**config.mk**
```make
export PLATFORM = sky130hd
export DESIGN_NAME = direct_mode_transfer_control
export DESIGN_NICKNAME = d
export VERILOG_FILES = /design/src/dt_pkg.sv /design/src/tick_if.sv /design/src/direct_mode_transfer_control.sv /design/src/state_counter.sv /design/src/tick_gen.sv
export SDC_FILE = /design/constraint.sdc
export NUM_CORES = 1
export LEC_CHECK = 0
export BUFFER_PORTS_ARGS = -buffer_cell sky130_fd_sc_hd__buf_2
export CAP_MARGIN = 30
export CORE_MARGIN = 8
export CORE_UTILIZATION = 35
export CTS_CLUSTER_SIZE = 16
export DETAILED_ROUTE_END_ITERATION = 8
export SYNTH_ARGS = -nofsm -noshare
export SYNTH_HDL_FRONTEND = slang
export SYNTH_SLANG_ARGS = --single-unit
export TNS_END_PERCENT = 10
```
**constraint.sdc**
```tcl
create_clock -name sys_clk_in -period 7.6 [get_ports sys_clk_in]
set_input_delay 0.38 -clock sys_clk_in [delete_from_list [all_inputs] [get_ports sys_clk_in]]
set_output_delay 0.38 -clock sys_clk_in [all_outputs]
set_load 0.02 [all_outputs]
```
**src/dt_pkg.sv**
```systemverilog
// Constants, register map and state types for the direct mode transfer controller.
// Assumes one 10 MHz system clock; watch and subclock rates are derived from it.
package dt_pkg;
	// ==========================================
	// Register map, byte addresses
	localparam logic [7:0] ADDR_CTL_ONE    = 8'h00;
	localparam logic [7:0] ADDR_CTL_TWO    = 8'h04;
	localparam logic [7:0] ADDR_TIMER_MODE = 8'h08;
	localparam logic [7:0] ADDR_INT_EN_TWO = 8'h0C;
	localparam logic [7:0] ADDR_COND_CODE  = 8'h10;
	localparam logic [7:0] ADDR_STATUS     = 8'h14;
	// ==========================================
	// Field positions
	localparam int CTL1_SOFTWARE_STANDBY_SELECT_BIT = 7;
	localparam int CTL1_STS_LSB  = 4;
	localparam int CTL1_LOW_SPEED_SELECT_BIT = 3;
	localparam int CTL2_SA_LSB   = 3;
	localparam int CTL2_DIRECT_TRANSFER_ENABLE_BIT = 2;
	localparam int CTL2_MEDIUM_SPEED_SELECT_BIT = 1;
	localparam int TMR_WATCH_BIT = 3;
	localparam int IEN_DT_BIT    = 0;
	localparam int CCR_I_BIT     = 7;
	localparam int STAT_DONE_BIT = 5;
	// ==========================================
	// Values after reset
	localparam logic [7:0] CTL_ONE_RST    = 8'h00;
	localparam logic [7:0] CTL_TWO_RST    = 8'h00;
	localparam logic [7:0] TIMER_MODE_RST = 8'h00;
	localparam logic [7:0] INT_EN_TWO_RST = 8'h00;
	localparam logic [7:0] COND_CODE_RST  = 8'h80;
	// ==========================================
	// State counts and clock ratios
	localparam int          CNT_W           = 20;
	localparam logic [19:0] SLEEP_STATES    = 20'h00002;
	localparam logic [19:0] INTERNAL_STATES = 20'h00001;
	localparam logic [19:0] EXC_STATES      = 20'h0000E;
	localparam logic [7:0]  MED_DIV         = 8'h08;
	localparam logic [7:0]  WATCH_DIV       = 8'h10;
	localparam logic [7:0]  SUB_DIV_TWO     = 8'h02;
	localparam logic [7:0]  SUB_DIV_FOUR    = 8'h04;
	localparam logic [7:0]  SUB_DIV_EIGHT   = 8'h08;
	// ==========================================
	// Types
	typedef enum logic [8:0] {
		ST_RUN      = 9'h001,
		ST_DT_SLEEP = 9'h002,
		ST_DT_WATCH = 9'h004,
		ST_OSC_WAIT = 9'h008,
		ST_DT_EXC   = 9'h010,
		ST_SLEEP    = 9'h020,
		ST_WATCH    = 9'h040,
		ST_STANDBY  = 9'h080,
		ST_SUBSLEEP = 9'h100
	} state_t;
	typedef enum logic [2:0] {
		SPD_HIGH = 3'h1,
		SPD_MED  = 3'h2,
		SPD_SUB  = 3'h4
	} speed_t;
endpackage

```
**src/tick_if.sv**
```systemverilog
// Period request and CPU tick between the controller and its tick generator.
// Assumes both ends share the system clock.
`timescale 1ns/1ps
interface tick_if;
	logic [7:0] period;
	logic       restart;
	logic       tick;
	modport gen (input period, input restart, output tick);
	modport user (output period, output restart, input tick);
endinterface
```
**src/direct_mode_transfer_control.sv**
```systemverilog
// Power-mode controller for direct transfers among the three executing speeds,
// with its control bits behind an AHB-Lite slave.
// Assumes the CPU pulses sleep_exec_in for one cycle when it executes a sleep
// instruction, and wake_irq_in is an already enabled interrupt request.
//
// Notes on behaviour
// - A sleep with direct transfer enabled changes speed and raises the transfer interrupt in the same cycle.
// - With the transfer interrupt disabled the block falls into sleep or watch instead.
// - A transfer tried with the global mask set falls into sleep or watch that no interrupt ends.
// - High speed with standby 0, low 0, medium 1 goes to medium speed through sleep.
// - Medium speed with standby 0, low 0, medium 0 goes to high speed through sleep.
// - Either active speed with standby 1, low 1, watch 1 goes to subactive through watch.
// - Subactive with standby 1, low 0, medium 0, watch 1 goes to high speed after the wait.
// - The same with medium 1 goes to medium speed after the oscillator wait.
// - Sleep and internal states count at the old rate, exception states at the new rate.
// - From subactive the oscillator wait from the select bits counts in system clocks.
// - Subactive runs the CPU at the watch rate divided by 2, 4 or 8.
//
// Implementation choices: register access over AHB-Lite and the placing of the registers.
`timescale 1ns/1ps
module direct_mode_transfer_control #(
	parameter int unsigned OSC_WAIT_STATES = 8192
) (
	input  wire logic        sys_clk_in,
	input  wire logic        reset_n_in,
	input  wire logic        hsel_in,
	input  wire logic [31:0] haddr_in,
	input  wire logic [1:0]  htrans_in,
	input  wire logic        hwrite_in,
	input  wire logic [2:0]  hsize_in,
	input  wire logic        hready_in,
	input  wire logic [31:0] hwdata_in,
	output logic [31:0]      hrdata_out,
	output logic             hreadyout_out,
	output logic             hresp_out,
	input  wire logic        sleep_exec_in,
	input  wire logic        wake_irq_in,
	output logic [2:0]       speed_mode_out,
	output logic             cpu_halted_out,
	output logic             cpu_tick_out,
	output logic             dt_irq_out
);
	localparam int CW = dt_pkg::CNT_W;

	// ==========================================
	// Bus slave
	logic [7:0]  ctl_one;
	logic [7:0]  ctl_two;
	logic [7:0]  timer_mode;
	logic [7:0]  int_en_two;
	logic [7:0]  cond_code;
	logic        done_flag;
	logic        wr_pend;
	logic        rd_phase;
	logic [7:0]  addr_q;
	logic [31:0] hrdata;
	logic [7:0]  next_ctl_one;
	logic [7:0]  next_ctl_two;
	logic [7:0]  next_timer_mode;
	logic [7:0]  next_int_en_two;
	logic [7:0]  next_cond_code;
	logic        next_done_flag;
	logic        next_wr_pend;
	logic        next_rd_phase;
	logic [7:0]  next_addr_q;
	logic [31:0] next_hrdata;
	logic        accept;
	logic        set_done;

	dt_pkg::state_t state;
	dt_pkg::state_t next_state;
	dt_pkg::speed_t speed;
	dt_pkg::speed_t next_speed;
	dt_pkg::speed_t target;
	dt_pkg::speed_t next_target;
	logic           locked;
	logic           next_locked;
	logic           dt_flag;
	logic           next_dt_flag;
	logic           irq;
	logic           next_irq;

	// Only whole-word single transfers; hsize is not checked.
	assign accept = hsel_in && htrans_in[1] && hready_in;

	always_comb begin
		next_ctl_one = ctl_one;
		next_ctl_two = ctl_two;
		next_timer_mode = timer_mode;
		next_int_en_two = int_en_two;
		next_cond_code = cond_code;
		next_wr_pend = accept && hwrite_in;
		next_rd_phase = accept && !hwrite_in;
		next_addr_q = accept ? haddr_in[7:0] : addr_q;
		next_hrdata = hrdata;
		next_done_flag = done_flag;
		if (wr_pend) begin
			case (addr_q)
				dt_pkg::ADDR_CTL_ONE: next_ctl_one = hwdata_in[7:0];
				dt_pkg::ADDR_CTL_TWO: next_ctl_two = hwdata_in[7:0];
				dt_pkg::ADDR_TIMER_MODE: next_timer_mode = hwdata_in[7:0];
				dt_pkg::ADDR_INT_EN_TWO: next_int_en_two = hwdata_in[7:0];
				dt_pkg::ADDR_COND_CODE: next_cond_code = hwdata_in[7:0];
				dt_pkg::ADDR_STATUS: begin
					if (hwdata_in[dt_pkg::STAT_DONE_BIT]) begin
						next_done_flag = 1'b0;
					end
				end
				default: next_hrdata = hrdata;
			endcase
		end
		// A completion in the clearing cycle is kept
		if (set_done) begin
			next_done_flag = 1'b1;
		end
		// Read data is loaded in the single wait state of a read
		if (rd_phase) begin
			case (addr_q)
				dt_pkg::ADDR_CTL_ONE: next_hrdata = {24'h000000, ctl_one};
				dt_pkg::ADDR_CTL_TWO: next_hrdata = {24'h000000, ctl_two};
				dt_pkg::ADDR_TIMER_MODE: next_hrdata = {24'h000000, timer_mode};
				dt_pkg::ADDR_INT_EN_TWO: next_hrdata = {24'h000000, int_en_two};
				dt_pkg::ADDR_COND_CODE: next_hrdata = {24'h000000, cond_code};
				dt_pkg::ADDR_STATUS: begin
					next_hrdata = {15'h0000, state, 2'h0, done_flag, locked,
						cpu_halted_out, speed};
				end
				default: next_hrdata = 32'h00000000;
			endcase
		end
	end

	always_ff @(posedge sys_clk_in or negedge reset_n_in) begin
		if (!reset_n_in) begin
			ctl_one <= dt_pkg::CTL_ONE_RST;
			ctl_two <= dt_pkg::CTL_TWO_RST;
			timer_mode <= dt_pkg::TIMER_MODE_RST;
			int_en_two <= dt_pkg::INT_EN_TWO_RST;
			cond_code <= dt_pkg::COND_CODE_RST;
			done_flag <= 1'b0;
			wr_pend <= 1'b0;
			rd_phase <= 1'b0;
			addr_q <= 8'h00;
			hrdata <= 32'h00000000;
		end else begin
			ctl_one <= next_ctl_one;
			ctl_two <= next_ctl_two;
			timer_mode <= next_timer_mode;
			int_en_two <= next_int_en_two;
			cond_code <= next_cond_code;
			done_flag <= next_done_flag;
			wr_pend <= next_wr_pend;
			rd_phase <= next_rd_phase;
			addr_q <= next_addr_q;
			hrdata <= next_hrdata;
		end
	end

	assign hrdata_out = hrdata;
	assign hreadyout_out = !rd_phase;
	assign hresp_out = 1'b0;

	// ==========================================
	// Control bit decode
	logic       software_standby_select;
	logic       low_speed_select;
	logic       medium_speed_select;
	logic       direct_transfer_enable;
	logic       timer_watch_select;
	logic       ie_dt;
	logic       i_bit;
	logic [2:0] sts;
	logic [1:0] sa;
	logic       active;
	logic       dt_ok;
	logic       wake_ok;
	dt_pkg::speed_t mode_sel;

	assign software_standby_select = ctl_one[dt_pkg::CTL1_SOFTWARE_STANDBY_SELECT_BIT];
	assign low_speed_select = ctl_one[dt_pkg::CTL1_LOW_SPEED_SELECT_BIT];
	assign sts = ctl_one[dt_pkg::CTL1_STS_LSB +: 3];
	assign medium_speed_select = ctl_two[dt_pkg::CTL2_MEDIUM_SPEED_SELECT_BIT];
	assign direct_transfer_enable = ctl_two[dt_pkg::CTL2_DIRECT_TRANSFER_ENABLE_BIT];
	assign sa = ctl_two[dt_pkg::CTL2_SA_LSB +: 2];
	assign timer_watch_select = timer_mode[dt_pkg::TMR_WATCH_BIT];
	assign ie_dt = int_en_two[dt_pkg::IEN_DT_BIT];
	assign i_bit = cond_code[dt_pkg::CCR_I_BIT];
	assign active = (speed != dt_pkg::SPD_SUB);
	// A masked entry stays put whatever arrives later
	assign wake_ok = wake_irq_in && !locked;
	assign mode_sel = low_speed_select ? dt_pkg::SPD_SUB : (medium_speed_select ? dt_pkg::SPD_MED : dt_pkg::SPD_HIGH);

	assign dt_ok = (speed == dt_pkg::SPD_HIGH && !software_standby_select && !low_speed_select && medium_speed_select)
		|| (speed == dt_pkg::SPD_MED && !software_standby_select && !low_speed_select && !medium_speed_select)
		|| (active && software_standby_select && low_speed_select && timer_watch_select)
		|| (!active && software_standby_select && !low_speed_select && timer_watch_select);

	// ==========================================
	// CPU tick and state counter
	tick_if tk ();
	logic [7:0]    sub_div;
	logic          cnt_load;
	logic [CW-1:0] cnt_val;
	logic [CW-1:0] cnt_load_val;
	logic          cnt_step;
	logic          cnt_done;

	always_comb begin
		case (sa)
			2'h0: sub_div = dt_pkg::SUB_DIV_EIGHT;
			2'h1: sub_div = dt_pkg::SUB_DIV_FOUR;
			default: sub_div = dt_pkg::SUB_DIV_TWO;
		endcase
		case (speed)
			dt_pkg::SPD_MED: tk.period = dt_pkg::MED_DIV;
			dt_pkg::SPD_SUB: tk.period = 8'(dt_pkg::WATCH_DIV * sub_div);
			default: tk.period = 8'h01;
		endcase
	end

	// Restart keeps the first tick of a new rate a full period away
	assign tk.restart = (next_speed != speed);

	tick_gen u_tick (
		.sys_clk_in (sys_clk_in),
		.reset_n_in (reset_n_in),
		.tk         (tk.gen)
	);

	state_counter #(
		.W (CW)
	) u_count (
		.sys_clk_in  (sys_clk_in),
		.reset_n_in  (reset_n_in),
		.load_in     (cnt_load),
		.load_val_in (cnt_load_val),
		.step_in     (cnt_step),
		.count_out   (cnt_val),
		.done_out    (cnt_done)
	);

	// ==========================================
	// Mode state machine
	always_comb begin
		next_state = state;
		next_speed = speed;
		next_target = target;
		next_locked = locked;
		next_dt_flag = dt_flag;
		next_irq = 1'b0;
		cnt_load = 1'b0;
		cnt_load_val = dt_pkg::SLEEP_STATES + dt_pkg::INTERNAL_STATES;
		cnt_step = tk.tick;
		set_done = 1'b0;
		case (state)
			dt_pkg::ST_RUN: begin
				if (sleep_exec_in) begin
					cnt_load = 1'b1;
					next_locked = i_bit;
					next_dt_flag = 1'b0;
					if (direct_transfer_enable && dt_ok && ie_dt && !i_bit) begin
						next_dt_flag = 1'b1;
						next_target = mode_sel;
						next_state = software_standby_select ? dt_pkg::ST_DT_WATCH : dt_pkg::ST_DT_SLEEP;
					end else if (direct_transfer_enable && dt_ok) begin
						next_state = software_standby_select ? dt_pkg::ST_WATCH : dt_pkg::ST_SLEEP;
					end else if (software_standby_select && timer_watch_select) begin
						next_state = dt_pkg::ST_WATCH;
					end else if (software_standby_select) begin
						next_state = active ? dt_pkg::ST_STANDBY : dt_pkg::ST_WATCH;
					end else if (!active) begin
						next_state = dt_pkg::ST_SUBSLEEP;
					end else begin
						next_state = dt_pkg::ST_SLEEP;
					end
				end
			end
			dt_pkg::ST_DT_SLEEP, dt_pkg::ST_DT_WATCH: begin
				// Old rate still applies while these states count
				if (cnt_done) begin
					cnt_load = 1'b1;
					if (state == dt_pkg::ST_DT_WATCH && target != dt_pkg::SPD_SUB) begin
						next_state = dt_pkg::ST_OSC_WAIT;
						cnt_load_val = CW'(OSC_WAIT_STATES >> sts);
					end else begin
						next_state = dt_pkg::ST_DT_EXC;
						next_speed = target;
						next_irq = 1'b1;
						cnt_load_val = dt_pkg::EXC_STATES;
					end
				end
			end
			dt_pkg::ST_OSC_WAIT: begin
				cnt_step = 1'b1;
				if (cnt_done) begin
					next_speed = target;
					if (dt_flag) begin
						next_state = dt_pkg::ST_DT_EXC;
						next_irq = 1'b1;
						cnt_load = 1'b1;
						cnt_load_val = dt_pkg::EXC_STATES;
					end else begin
						next_state = dt_pkg::ST_RUN;
					end
				end
			end
			dt_pkg::ST_DT_EXC: begin
				// Ticks now run at the new rate
				if (cnt_done) begin
					next_state = dt_pkg::ST_RUN;
					next_dt_flag = 1'b0;
					set_done = 1'b1;
				end
			end
			dt_pkg::ST_SLEEP: begin
				if (wake_ok) begin
					next_state = dt_pkg::ST_RUN;
					next_speed = medium_speed_select ? dt_pkg::SPD_MED : dt_pkg::SPD_HIGH;
				end
			end
			dt_pkg::ST_SUBSLEEP: begin
				if (wake_ok) begin
					next_state = dt_pkg::ST_RUN;
				end
			end
			dt_pkg::ST_WATCH, dt_pkg::ST_STANDBY: begin
				if (wake_ok) begin
					next_target = mode_sel;
					if (mode_sel == dt_pkg::SPD_SUB) begin
						next_state = dt_pkg::ST_RUN;
						next_speed = dt_pkg::SPD_SUB;
					end else begin
						next_state = dt_pkg::ST_OSC_WAIT;
						cnt_load = 1'b1;
						cnt_load_val = CW'(OSC_WAIT_STATES >> sts);
					end
				end
			end
			default: next_state = dt_pkg::ST_RUN;
		endcase
	end

	always_ff @(posedge sys_clk_in or negedge reset_n_in) begin
		if (!reset_n_in) begin
			state <= dt_pkg::ST_RUN;
			speed <= dt_pkg::SPD_HIGH;
			target <= dt_pkg::SPD_HIGH;
			locked <= 1'b0;
			dt_flag <= 1'b0;
			irq <= 1'b0;
		end else begin
			state <= next_state;
			speed <= next_speed;
			target <= next_target;
			locked <= next_locked;
			dt_flag <= next_dt_flag;
			irq <= next_irq;
		end
	end

	assign speed_mode_out = speed;
	assign cpu_halted_out = (state != dt_pkg::ST_RUN) && (state != dt_pkg::ST_DT_EXC);
	assign cpu_tick_out = tk.tick;
	assign dt_irq_out = irq;
endmodule

```
**src/state_counter.sv**
```systemverilog
// Loadable down counter of states; done is high while the count is zero.
// Assumes load and step come from logic on the same clock.
`timescale 1ns/1ps
module state_counter #(
	parameter int W = 20
) (
	input  wire logic         sys_clk_in,
	input  wire logic         reset_n_in,
	input  wire logic         load_in,
	input  wire logic [W-1:0] load_val_in,
	input  wire logic         step_in,
	output logic [W-1:0]      count_out,
	output logic              done_out
);
	logic [W-1:0] count;
	logic [W-1:0] next_count;

	always_comb begin
		next_count = count;
		if (load_in) begin
			next_count = load_val_in;
		end else if (step_in && count != '0) begin
			next_count = count - W'(1);
		end
	end

	always_ff @(posedge sys_clk_in or negedge reset_n_in) begin
		if (!reset_n_in) begin
			count <= '0;
		end else begin
			count <= next_count;
		end
	end

	assign count_out = count;
	assign done_out = (count == '0);
endmodule

```
**src/tick_gen.sv**
```systemverilog
// CPU clock-enable generator: one tick every period system clocks.
// Assumes period is at least one; restart is pulsed on a speed change, not on a change of sa.
`timescale 1ns/1ps
module tick_gen (
	input  wire logic sys_clk_in,
	input  wire logic reset_n_in,
	tick_if.gen       tk
);
	logic [7:0] cnt;
	logic [7:0] next_cnt;
	logic       tick;
	logic       next_tick;

	always_comb begin
		next_cnt = cnt + 8'h01;
		next_tick = 1'b0;
		if (tk.restart) begin
			next_cnt = 8'h00;
		end else if (cnt >= tk.period - 8'h01) begin
			next_cnt = 8'h00;
			next_tick = 1'b1;
		end
	end

	always_ff @(posedge sys_clk_in or negedge reset_n_in) begin
		if (!reset_n_in) begin
			cnt <= 8'h00;
			tick <= 1'b0;
		end else begin
			cnt <= next_cnt;
			tick <= next_tick;
		end
	end

	assign tk.tick = tick;
endmodule

```
# ---- Word level (Yosys, flattened, before mapping)
# Cells that the tools add are included.
dict set report word_totals {
  out_inout_bits 40
  elab_cells 180
  ff_bits 130
  input_bits 76
}
dict set report classes {
  addsub 3
  n_eq_ne 31
  muxes 67
  shifts 1
  order_cmp 1
  n_reduce_logical 58
}
# operator count
set ops {}
lappend ops {{$mux W20} 6}
lappend ops {{$pmux W17 S6} 1}
lappend ops {{$mux W9} 11}
lappend ops {{$pmux W20 S3} 1}
lappend ops {{$pmux W9 S6} 1}
lappend ops {{$mux W3} 11}
lappend ops {{$logic_and A1 B1 Y1} 24}
lappend ops {{$mux W8} 3}
lappend ops {{$logic_not A20 Y1} 1}
lappend ops {{$reduce_bool A20 Y1} 1}
lappend ops {{$shr A14 B3 Y20 const A} 1}
lappend ops {{$sub A20 B1 Y20 const B} 1}
lappend ops {{$mux W1} 19}
lappend ops {{$eq A8 B4 Y1 const B} 2}
lappend ops {{$eq A8 B5 Y1 const B} 2}
lappend ops {{$pmux W8 S2} 1}
lappend ops {{$mux W4} 3}
lappend ops {{$ne A2 B2 Y1 const B} 6}
lappend ops {{$pmux W3 S4} 1}
lappend ops {{$reduce_and A2 Y1} 6}
lappend ops {{$reduce_bool A2 Y1} 6}
lappend ops {{$mux W5} 2}
lappend ops {{$eq A9 B1 Y1 const B} 1}
lappend ops {{$eq A9 B2 Y1 const B} 1}
lappend ops {{other kinds (34)} 49}

# ---- Longest topological paths before layout
# Gate-level depths: netlist of run 1.
dict set report depth {
  word_depth 13
  mapped_depth 11
  depth_no_buf 11
}

# ---- Modules after synthesis
# A second synthesis of run 1 with hierarchy kept.
dict set report unflattened {
  cells_unflattened 643
  hier_area_um2 6668.9
}
# module area_each_um2 instances cells_per_inst seq_area_each_um2
set modules_own_cells {}
lappend modules_own_cells {direct_mode_transfer_control 4515.6 1 409 2157.1}
lappend modules_own_cells {state_counter 1411.4 1 165 500.5}
lappend modules_own_cells {tick_gen 742.0 1 69 225.2}

# ---- Least setup slack after synthesis of run 1
# No wires, ideal clock.
dict set report synth_path {
  kind {reg-to-reg}
  from {register speed[2], in the netlist speed_mode_out[2]}
  to {register u_tick.cnt[6]}
  t_arrival_ns 2.541
  n_path_buf 0
  path_stages_with_launch 12
  setup_ns 0.101
  t_required_ns 7.499
  synth_period_minus_slack_ns 2.642
  slack_ns 4.958
  path_cell_list {dfrtp_1 -> inv_1 -> nor3_2 -> inv_2 -> or2_2 -> ha_1 -> a21oi_1 -> o21ai_0 -> a21o_1 -> a21oi_1 -> inv_1 -> nor4_1}
}
dict set report synth_between {
  elab_chain_cells 6
  elab_cells_between_ends 15
  cone_classes {add/sub (1); order compare (1); eq/ne (3); mux (10)}
}
# element line_no
set synth_lines {}
lappend synth_lines {{start: declaration} direct_mode_transfer_control.sv:72} ;# dt_pkg::speed_t speed;
lappend synth_lines {{start signal: assignment} direct_mode_transfer_control.sv:346} ;# speed <= dt_pkg::SPD_HIGH;
lappend synth_lines {{start signal: assignment} direct_mode_transfer_control.sv:353} ;# speed <= next_speed;
lappend synth_lines {{$eq A3 B3 Y1 / $eq A3 B2 Y1 (equally long branches)} direct_mode_transfer_control.sv:214} ;# case (speed)
lappend synth_lines {{$pmux W8 S2} direct_mode_transfer_control.sv:214}
lappend synth_lines {{$sub A8 B1 Y8} tick_gen.sv:19} ;# end else if (cnt >= tk.period - 8'h01) begin
lappend synth_lines {{$ge A8 B8 Y1} tick_gen.sv:19}
lappend synth_lines {{$mux W8} tick_gen.sv:19}
lappend synth_lines {{$mux W8 *} tick_gen.sv:17} ;# if (tk.restart) begin
lappend synth_lines {{named net u_tick.next_cnt[6]} tick_gen.sv:10} ;# logic [7:0] next_cnt;
lappend synth_lines {{end signal: assignment} tick_gen.sv:30} ;# cnt <= next_cnt;
lappend synth_lines {{end: declaration} tick_gen.sv:9} ;# logic [7:0] cnt;
# The timed path passes the listed nets; every way through them passes the cells marked *.
# A chain may end at the register's enable or synchronous reset.

# ---- Worst setup path in the final report of run 1
dict set report layout_path {
  from {register state[1]}
  to {register u_count.count[13], in the netlist u_count.count_out[13]}
}
dict set report layout_between {
  elab_chain_cells 6
  elab_cells_between_ends 17
  cone_classes {eq/ne (6); mux (6); reduce/logical (5)}
}
# element line_no
set layout_lines {}
lappend layout_lines {{start: declaration} direct_mode_transfer_control.sv:70} ;# dt_pkg::state_t state;
lappend layout_lines {{start signal: assignment} direct_mode_transfer_control.sv:345} ;# state <= dt_pkg::ST_RUN;
lappend layout_lines {{start signal: assignment} direct_mode_transfer_control.sv:352} ;# state <= next_state;
lappend layout_lines {{$eq A9 B3 Y1} {direct_mode_transfer_control.sv:255, direct_mode_transfer_control.sv:282}}
lappend layout_lines {{$logic_and A1 B1 Y1} direct_mode_transfer_control.sv:282} ;# if (state == dt_pkg::ST_DT_WATCH && target != dt_pkg::SPD_SUB) begin
lappend layout_lines {{$mux W20} direct_mode_transfer_control.sv:282}
lappend layout_lines {{$mux W20} direct_mode_transfer_control.sv:280} ;# if (cnt_done) begin
lappend layout_lines {{$pmux W20 S3} direct_mode_transfer_control.sv:255} ;# case (state)
lappend layout_lines {{$mux W20} state_counter.sv:20} ;# if (load_in) begin
lappend layout_lines {{end signal: assignment} state_counter.sv:31} ;# count <= next_count;
lappend layout_lines {{end: declaration} state_counter.sv:15} ;# logic [W-1:0] count;
# Parallel ways exist; a longest one is shown, timed or not.

==> results.toml, run 1 <==
[synthesis]
ys_seq_elements = 115
synth_edf_count = 0
syn-instance-count = 575
synth_top_area_cell = "dfrtp_1"
syn_area_per_cell_sq_um = 10.7
yosysSeqAreaShare_pct = 46.7
ys.flop_type = "dfrtp_1"
synth_area_leaders = "dfrtp_1 (45%), mux2_2 (9.5%), nor2_1 (3.3%), mux4_2 (2.6%), nand2_1 (2.6%)"
ys_types = 68
synthArstFlopShare_pct = 100
synth_top_area_share_pct = 45.0
synth_area_sq_mm = 0.00618
synth-warning-count = 0

[die]
row_count = 48
num_io_pins = 116
chipWidth_microns = 149
fp.dieH_microns = 149
start_util_pct = 35.7
die_area_sq_mm = 0.0222
core_sq_mm = 0.0173

[routing]
first_pass_iters = 5
drt_iter0_markers = 291
drc_errors = 0
vias_per_cell = 5.35
totalWireLength_microns = 15000
postRouteAntennaNets = 0
vias = 4578
wl_per_cell_microns = 17.6

[timing]
fmaxAchievable_mhz = 298
tightest_slew_ps = 995
final-setup-viol-count = 0
period_share_pct = 44.1
slew_headroom_pct = 33.7
period_needed_ps = 3350
finClkSkew_ps = 12.5
rsz0062_at_grt = "false"
hold_viol = 0
finalMaxSlewViolations = 0
setup_tns_ps = 0

[global_routing]
grt_max_degree = 80
track_usage_pct = 13.8
antenna_found_initial = 0
overflow = 0
grt_pass1_vias = 4733
grt_pass1_wl_microns = 24500

[pwr]
swShare_pct = 36.2
power_w = 0.00241
p_per_area_mw_per_mm2 = 339
power_switching_w = 0.000875
leakage_nw = 3.12
max-vdd-ir-drop_v = 0.000180
comb_power_share_pct = 30.3
clkPwrFrac_pct = 33.1
intPower_w = 0.00154
seqPwrFrac_pct = 36.6

[placement]
portBuffers = 47
dp.cells = 822
gp_congestion = 0.863
dp_hpwl_microns = 10800

[setup_path]
worst_path_largest_cell_delay_ps = 650
cp-start-kind = "flip-flop"
path_class = "flip-flop to flip-flop"
cp_slowest_cell = "or4_2"
worst_setup_path_end_kind = "flip-flop"
cp_data_arrival_time_ps = 3620
crit_chain = "nor4_4, a31oi_1, a21oi_1, nand4b_1, or4_2, xor2_1, o22ai_1"
critPathMaxFanout = 13
cp.required_ps = 7870

[layout]
layout.cells.non_filler = 856
n_fill_cell = 1680
synthToLayoutAreaGrowth_pct = 15.5
seqCellArea_sq_mm = 0.00288
drive_above_1_share_pct = 26.6
nNetsFinal = 705
num_antenna_cells = 0
multi_input_area_sq_mm = 0.00304

[clock_tree]
cts_root_buffer = "clkbuf_16"
cts.clk_slew.worst_paths_ps = 60
cts_max_level = 4
clk_latency_ps = 420
cts-buffers-inserted = 17
cts_tree = "done"
cts.sinks = 115
clock_path_buffers = 2

[flow_run]
maxCapViolations = 0

[min_path]
hold_path.class = "input pin to flip-flop"

[run_status]
outcome = "complete, no violations"
-- final timing paths --
kind | start | cells past startpoint | slack (ps) | endpoint
min reg2reg | hrdata_out[13] | 1 | 480 | hrdata_out[13]
max | state[1] | 7 | 4250 | u_count.count_out[13]
min in group asynchronous | reset_n_in | 2 | 470 | u_tick.cnt[6]
max in group asynchronous | reset_n_in | 4 | 5990 | state[0]
max reg2reg | state[1] | 7 | 4250 | u_count.count_out[13]
min | hwrite_in | 2 | 130 | rd_phase
-- layer usage --
layer,track usage [%],share of wire [%]
met5,0,0
met4,3.89,1.3
met3,4.07,5.0
met2,23.6,50
met1,16.6,43
-- through the flow --
stage	hold WS (ps)	cell area [sq um]	setup WS (ps)	util (%)
final	134	7130	4250	41.2
after global routing	120	7130	4010	41.2
after global placement	367	6490	4400	37.6
after floorplan	84.4	6230	4960	-
after detailed placement	379	6490	4270	37.6
after CTS	122	7100	4270	41.1
-- critical path, delay by kind of cell (launching register included) --
kind | cells | cell delay, ps
compound gates | 3 | 900
xor+xnor | 1 | 210
flops | 1 | 560
simple gates | 3 | 1530
-- logic make-up (layout without fill, tap and decap cells) --
group | Yosys count | after routing | share of synthesized area (%)
AND/OR/NAND/NOR | 195 | 195 | 16.8
flip-flops | 115 | 115 | 46.7
AO/OA/AOI/OAI | 105 | 105 | 12.0
multiplexers | 65 | 65 | 13.0
buffers and inverters | 53 | 94 | 5.06
XOR/XNOR | 29 | 29 | 4.11
adder cells (fa/ha/maj) | 11 | 11 | 2.23
other | 2 | 17 | 0.122
-- placed cells by master (no fill, tap or decap), drive strengths merged, types with 3 or more instances in the layout --
cell type / n
buf: 50
o31ai: 3
nand2: 43
o22a: 5
xor2: 14
nor2: 56
a21oi: 27
o2bb2ai: 9
clkinv: 3
and3: 3
nand2b: 13
nand3: 16
ha: 11
mux2i: 6
nand4: 7
mux4: 7
a211oi: 3
a21o: 3
conb: 17
clkinvlp: 3
xnor2: 15
nor2b: 5
a31oi: 7
nor4b: 4
or4: 4
or2: 5
dfstp: 4
clkbuf: 19
nor4: 15
dfrtp: 111
o22ai: 11
nand4b: 4
mux2: 52
o21ai: 19
nor3: 14
inv: 16
-- power groups by stage --
stage          Clock (W)  Sequential, W  Combinational (W)
2_1_floorplan          0       0.000838           0.000625
3_3_place_gp           0       0.000886           0.000707
3_5_place_dp           0       0.000891           0.000726
4_1_cts         0.000819       0.000883           0.000731
5_1_grt         0.000848       0.000902           0.000812
6_report        0.000800       0.000883           0.000731
-- sequential cells by signal, indices dropped and copies added (netlist names), 3 cells and up --
register,count
u_count.count_out,20
hrdata_out,17
state,9
addr_q,8
cond_code,8
ctl_one,8
ctl_two,8
int_en_two,8
timer_mode,8
u_tick.cnt,8
speed_mode_out,3
target,3
-- repair_timing --
action                                 in CTS  in global routing
setup buffers                               0                  0
hold buffers                                1                  0
endpoints found under the hold margin      34                  0
resized for setup                           0                  0
-- synth_stat cells (3+ instances only) --
library cell  number
clkbuf_1          12
nand4_1            6
or4_4              3
mux2_2            52
nand4b_1           4
buf_4             18
buf_1              4
a21o_1             3
inv_1             10
nor2b_1            5
xor2_1            14
nor4_1            13
buf_2              3
mux2i_1            6
o21ai_0           18
nor4b_1            4
ha_1              11
a21oi_1           27
mux4_2             7
xnor2_1           15
o22ai_1           11
o2bb2ai_1          9
o31ai_1            3
buf_6              3
or2_2              4
nor3_1            12
dfstp_2            4
nand3_1           16
nor2_1            55
a31oi_1            6
dfrtp_1          111
o22a_1             4
nand2b_1          13
and3_1             3
a211oi_1           3
nand2_1           42
-- layout make-up --
type	instances	share of cell area, %
Multi-Input combinational cell	422	42.6
Clock buffer	19	6.35
Sequential cell	115	40.4
Clock inverter	13	2.04
Tap cell	225	3.95
Inverter	11	0.579
Timing Repair Buffer	51	4.07
No activity file was read; power rests on OpenSTA's default activity.
==> inputs of run 2 (changes only) <==
clock period = 2.68 ns   (was 7.6 ns; I/O delays follow)
==> run 2 against run 1 <==
Compared with the run above:
- sequential cell count did not move
- setup slack got worse by 4200 ps
- combinational power rose to 3.3 times the previous value
- non-clock buffer count rose by 45
- first-iteration DRC count fell by 21%
- die area did not move
- wire length rose by 1.7%
- critical path type unchanged
- critical endpoint is now u_tick.cnt[3]
==> results.toml, run 2 (synthesis gave the netlist of run 1 again) <==
[setup_path]
path_class = "flip-flop to flip-flop"
regToRegSetupSlack_ps = 50
cp_slowest_cell = "or4_4"
cpMostUsedCell = "or4_4"
crit_chain = "or4_4, or4_4, o31ai_2, a21oi_1, nand2_2, o221ai_4, nor4_1"
cp.required_ps = 2990
worst_setup_path_end_kind = "flip-flop"
crit_path_start = "u_count.count_out[11]"
cp_data_arrival_time_ps = 2940
r2r-start = "u_count.count_out[11]"
critPathMaxFanout = 9
cp-start-kind = "flip-flop"
worst_path_largest_cell_delay_ps = 580

[pwr]
max-vdd-ir-drop_v = 0.000760
leakage_nw = 3.35
p_per_area_mw_per_mm2 = 961

[layout]
num_antenna_cells = 0
seqCellArea_sq_mm = 0.00289
synthToLayoutAreaGrowth_pct = 22.9
largest_reg_flops = 20
nNetsFinal = 750
multi_input_area_sq_mm = 0.00308
n_fill_cell = 1663
drive_above_1_share_pct = 30.9
final_cell_mix = "dfrtp_1 (109), nor2_1 (55), mux2_2 (52)"
final_common_cell = "dfrtp_1"
layout.cells.non_filler = 901

[routing]
wl_per_cell_microns = 17.0
postRouteAntennaNets = 0
vias = 4698
first_pass_iters = 5
vias_per_cell = 5.21
drc_errors = 0
totalWireLength_microns = 15300
drt_iter0_markers = 230

[clock_tree]
cts.clk_slew.worst_paths_ps = 60
cts_max_level = 4
clock_path_buffers = 2
cts_setup_buffers = 0
cts-buffers-inserted = 17
cts_tree = "done"
cts_root_buffer = "clkbuf_16"
clk_latency_ps = 420
cts.sinks = 115

[timing]
fmaxAchievable_mhz = 380
setup_slack_ps = 49.0
period_share_pct = 98.2
finalMaxSlewViolations = 0
final-setup-viol-count = 0
finClkSkew_ps = 5.89
period_needed_ps = 2630
tightest_slew_ps = 639
slew_headroom_pct = 57.4
rsz0062_at_grt = "true"
hold_viol = 0

[placement]
dp.cells = 855
gp_congestion = 0.888
place_ws_ps = 22.6
portBuffers = 47
dp_hpwl_microns = 11300

[global_routing]
grt_max_degree = 47
grt_pass1_vias = 4984
antenna_found_initial = 0
overflow = 0
track_usage_pct = 14.4
grt_pass1_wl_microns = 25500

[flow_run]
maxCapViolations = 0

[die]
row_count = 48
core_sq_mm = 0.0173
num_io_pins = 116
chipWidth_microns = 149
start_util_pct = 35.7
die_area_sq_mm = 0.0222
fp.dieH_microns = 149

[run_status]
outcome = "complete, no violations"

[min_path]
holdCritStartpoint = "hwdata_in[1]"
hold_path.class = "input pin to flip-flop"
==> run 2: cell types whose count changed in the layout (fill, tap and decap cells not counted), sizes merged <==
cell / previous run / this run
buf: 50 / 82
dlygate4sd3: 1 / 14
bufinv: 2 / 4
clkbuf: 19 / 18
clkinv: 3 / 4
clkinvlp: 3 / 2
inv: 16 / 15
==> run 2: power breakdown <==
group | internal (W) | switching [W] | leakage (nW) | total, W
logic | 0.00107 | 0.00134 | 1.60 | 0.00241
clock network | 0.00157 | 0.000850 | 0.302 | 0.00242
registers | 0.00207 | 0.000395 | 1.45 | 0.00246
==> run 2: through the flow <==
step / cell area [sq um] / setup TNS, ps / util, % / total power, W / hold WS, ps
floorplan: 6230 / 0 / - / 0.00415 / -162
global placement: 6770 / 0 / 39.1 / 0.00473 / 174
detailed placement: 6770 / 0 / 39.1 / 0.00482 / 180
CTS: 7540 / 0 / 43.6 / 0.00729 / 0.550
global route: 7590 / -24.8 / 43.9 / 0.00772 / 20.5
finish: 7590 / 0 / 43.9 / 0.00729 / 29.0
==> run 2: cell type report <==
type                            instances  area share [%]
Timing Repair Buffer                   96            8.77
Tap cell                              225            3.71
Sequential cell                       115            38.0
Inverter                               11           0.544
Clock inverter                         14            2.66
Clock buffer                           18            5.66
Multi-Input combinational cell        422            40.6
==> run 2: timing repair <==
item	4_1_cts	5_1_grt
gates resized for setup	0	11
hold buffers	14	0
endpoints found under the setup margin	0	9
endpoints found under the hold margin	72	0
==> run 2: per-layer routing <==
layer,share of wire (%),up-vias,GRT usage (%)
met5,0,-,0
met4,2.0,0,5.81
met3,3.9,20,3.67
met2,49,92,24.0
met1,45,2345,17.5
li1,-,2241,-
==> run 2: worst paths after layout <==
path,to,cells after the start
worst min-delay path,cond_code[1],2
worst min register to register,hrdata_out[10],1
min in group asynchronous,ctl_two[1],2
max in group asynchronous,int_en_two[3],3
worst max-delay path,u_tick.cnt[3],7
worst max register to register,u_tick.cnt[3],7
==> run 2: worst max-delay path: cells and delay by family (launching register included) <==
family | cells | cell delay (ps)
flops | 1 | 410
compound gates | 3 | 600
simple gates | 4 | 1500
==> inputs of run 3 (changes only) <==
CELL_PAD_IN_SITES_DETAIL_PLACEMENT = 0   (was not set)
CELL_PAD_IN_SITES_GLOBAL_PLACEMENT = 2   (was not set)
CORE_UTILIZATION = 32   (was 35)
PLACE_DENSITY_LB_ADDON = 0.1   (was not set)
==> run 3 against run 2 <==
Compared with the run above:
- die area up 8.4%
- register-to-register slack about the same
- sequential share of layout area down 0.98 points
- first-iteration DRC count down 39%
- clock power down 2%
- fmax up 0.47%
- combinational power up 12%
- setup slack better by 12 ps
- critical endpoint is now u_tick.cnt[4]
- via count up 0.15%
- non-clock buffer count up 16
- power up 2.8%
- critical path type unchanged
- sequential power about the same
==> results.toml, run 3 (synthesis gave the netlist of run 1 again) <==
[flow_run]
maxCapViolations = 0

[layout]
largest_reg_flops = 20
finish.utilization_pct = 40.5
nNetsFinal = 766
layout.cells.non_filler = 956
final_cell_mix = "dfrtp_1 (110), nor2_1 (55), mux2_2 (52)"
n_fill_cell = 1880
num_antenna_cells = 0
final_common_cell = "dfrtp_1"
drive_above_1_share_pct = 33.1
synthToLayoutAreaGrowth_pct = 26.0

[placement]
gp_congestion = 0.862
dp_hpwl_microns = 12600
dp.cells = 910
portBuffers = 47

[setup_path]
cp_slowest_cell = "or4_4"
crit_chain = "or4_4, or4_4, o31ai_2, a21oi_1, nand2_2, o221ai_4, nor4_2"
cp-start-kind = "flip-flop"
cp_data_arrival_time_ps = 2930
cpMostUsedCell = "or4_4"
path_buf_inv = 0
critPathTopFamily = "simple AND/OR/NAND/NOR gates"
worst_setup_path_end_kind = "flip-flop"
path_class = "flip-flop to flip-flop"
regToRegSetupSlack_ps = 60
cp.required_ps = 2990
critPathMaxFanout = 9
worst_path_largest_cell_delay_ps = 570

[run_status]
outcome = "complete, no violations"

[pwr]
p_per_area_mw_per_mm2 = 963
comb_power_share_pct = 35.8
clkPwrFrac_pct = 31.5
max-vdd-ir-drop_v = 0.000405
seqPwrFrac_pct = 32.6
intPower_w = 0.00478
leakage_nw = 3.43
power_switching_w = 0.00271
swShare_pct = 36.2
power_w = 0.00749

[routing]
drt_iter0_markers = 140
wl_per_cell_microns = 17.6
vias_per_cell = 4.92
vias = 4705
drc_errors = 0
totalWireLength_microns = 16800
postRouteAntennaNets = 0
first_pass_iters = 4

[timing]
slew_headroom_pct = 46.7
finClkSkew_ps = 8.21
fmaxAchievable_mhz = 382
period_share_pct = 97.7
final-setup-viol-count = 0
finalMaxSlewViolations = 0
rsz0062_at_grt = "true"
tightest_slew_ps = 799
period_needed_ps = 2620
hold_viol = 0

[global_routing]
grt_pass1_vias = 4976
antenna_found_initial = 0
overflow = 0
grt_pass1_wl_microns = 27400
grt_max_degree = 58
track_usage_pct = 14.7

[die]
row_count = 51
num_io_pins = 116
die_area_sq_mm = 0.0240
fp.dieH_microns = 155
start_util_pct = 32.2
core_sq_mm = 0.0192
chipWidth_microns = 155

[clock_tree]
clock_path_buffers = 2
cts_max_level = 4
cts.sinks = 115
cts-buffers-inserted = 17
cts.clk_slew.worst_paths_ps = 60
cts_root_buffer = "clkbuf_16"
clk_latency_ps = 420
cts_tree = "done"
cts_setup_buffers = 0

[min_path]
hold_path.class = "input pin to flip-flop"
==> run 3: worst paths after layout <==
kind                            depth (start not counted)                   from             to
worst max register to register                          7  u_count.count_out[11]  u_tick.cnt[4]
max in group asynchronous                               3             reset_n_in   cond_code[7]
worst min register to register                          1          hrdata_out[8]  hrdata_out[8]
worst min-delay path                                    2           hwdata_in[3]     ctl_two[3]
min in group asynchronous                               2             reset_n_in  u_tick.cnt[7]
worst max-delay path                                    7  u_count.count_out[11]  u_tick.cnt[4]
==> run 3: repair_timing <==
item	CTS	global route
setup endpoints to repair	6	15
gates resized for setup	4	13
pin swaps	0	1
hold buffers	15	0
hold endpoints to repair	78	0
gates cloned	0	0
==> run 3: through the flow <==
stage                     cell area (sq um)  setup slack (ps)  hold WS, ps  TNS [ps]
after floorplan                        6230              38.0         -162         0
after global placement                 6940             -14.7          266     -14.7
after detailed placement               6940             -80.5          275     -87.4
after CTS                              7730             -10.3         12.6     -19.0
after global routing                   7780             -28.0         30.5     -97.5
final                                  7780              61.3         20.1         0
==> run 3: area by class of cell <==
type                       instances  area, sq um  share of cell area, %
clock buffer                      18          439                   5.64
clock inverter                    13          174                   2.23
inverter                          11         41.3                  0.530
multi-input combinational        422         3110                   40.0
sequential                       115         2880                   37.1
tap                              265          332                   4.26
timing repair buffer             112          801                   10.3
==> run 3: routing by layer <==
| layer | vias to the layer above | track usage [%] | part of all wire (%) |
|---|---|---|---|
| li1 | 2273 | - | - |
| met1 | 2331 | 18.8 | 46 |
| met2 | 79 | 23.5 | 49 |
| met3 | 22 | 3.47 | 3.3 |
| met4 | 0 | 6.30 | 2.3 |
| met5 | - | 0 | 0 |
==> run 3: power groups by stage <==
stage / registers (W) / logic (W) / clock network, W
4_1_cts: 0.00244 / 0.00263 / 0.00244
3_5_place_dp: 0.00246 / 0.00258 / 0
5_1_grt: 0.00250 / 0.00297 / 0.00252
3_3_place_gp: 0.00246 / 0.00256 / 0
6_report: 0.00245 / 0.00269 / 0.00236
2_1_floorplan: 0.00238 / 0.00177 / 0
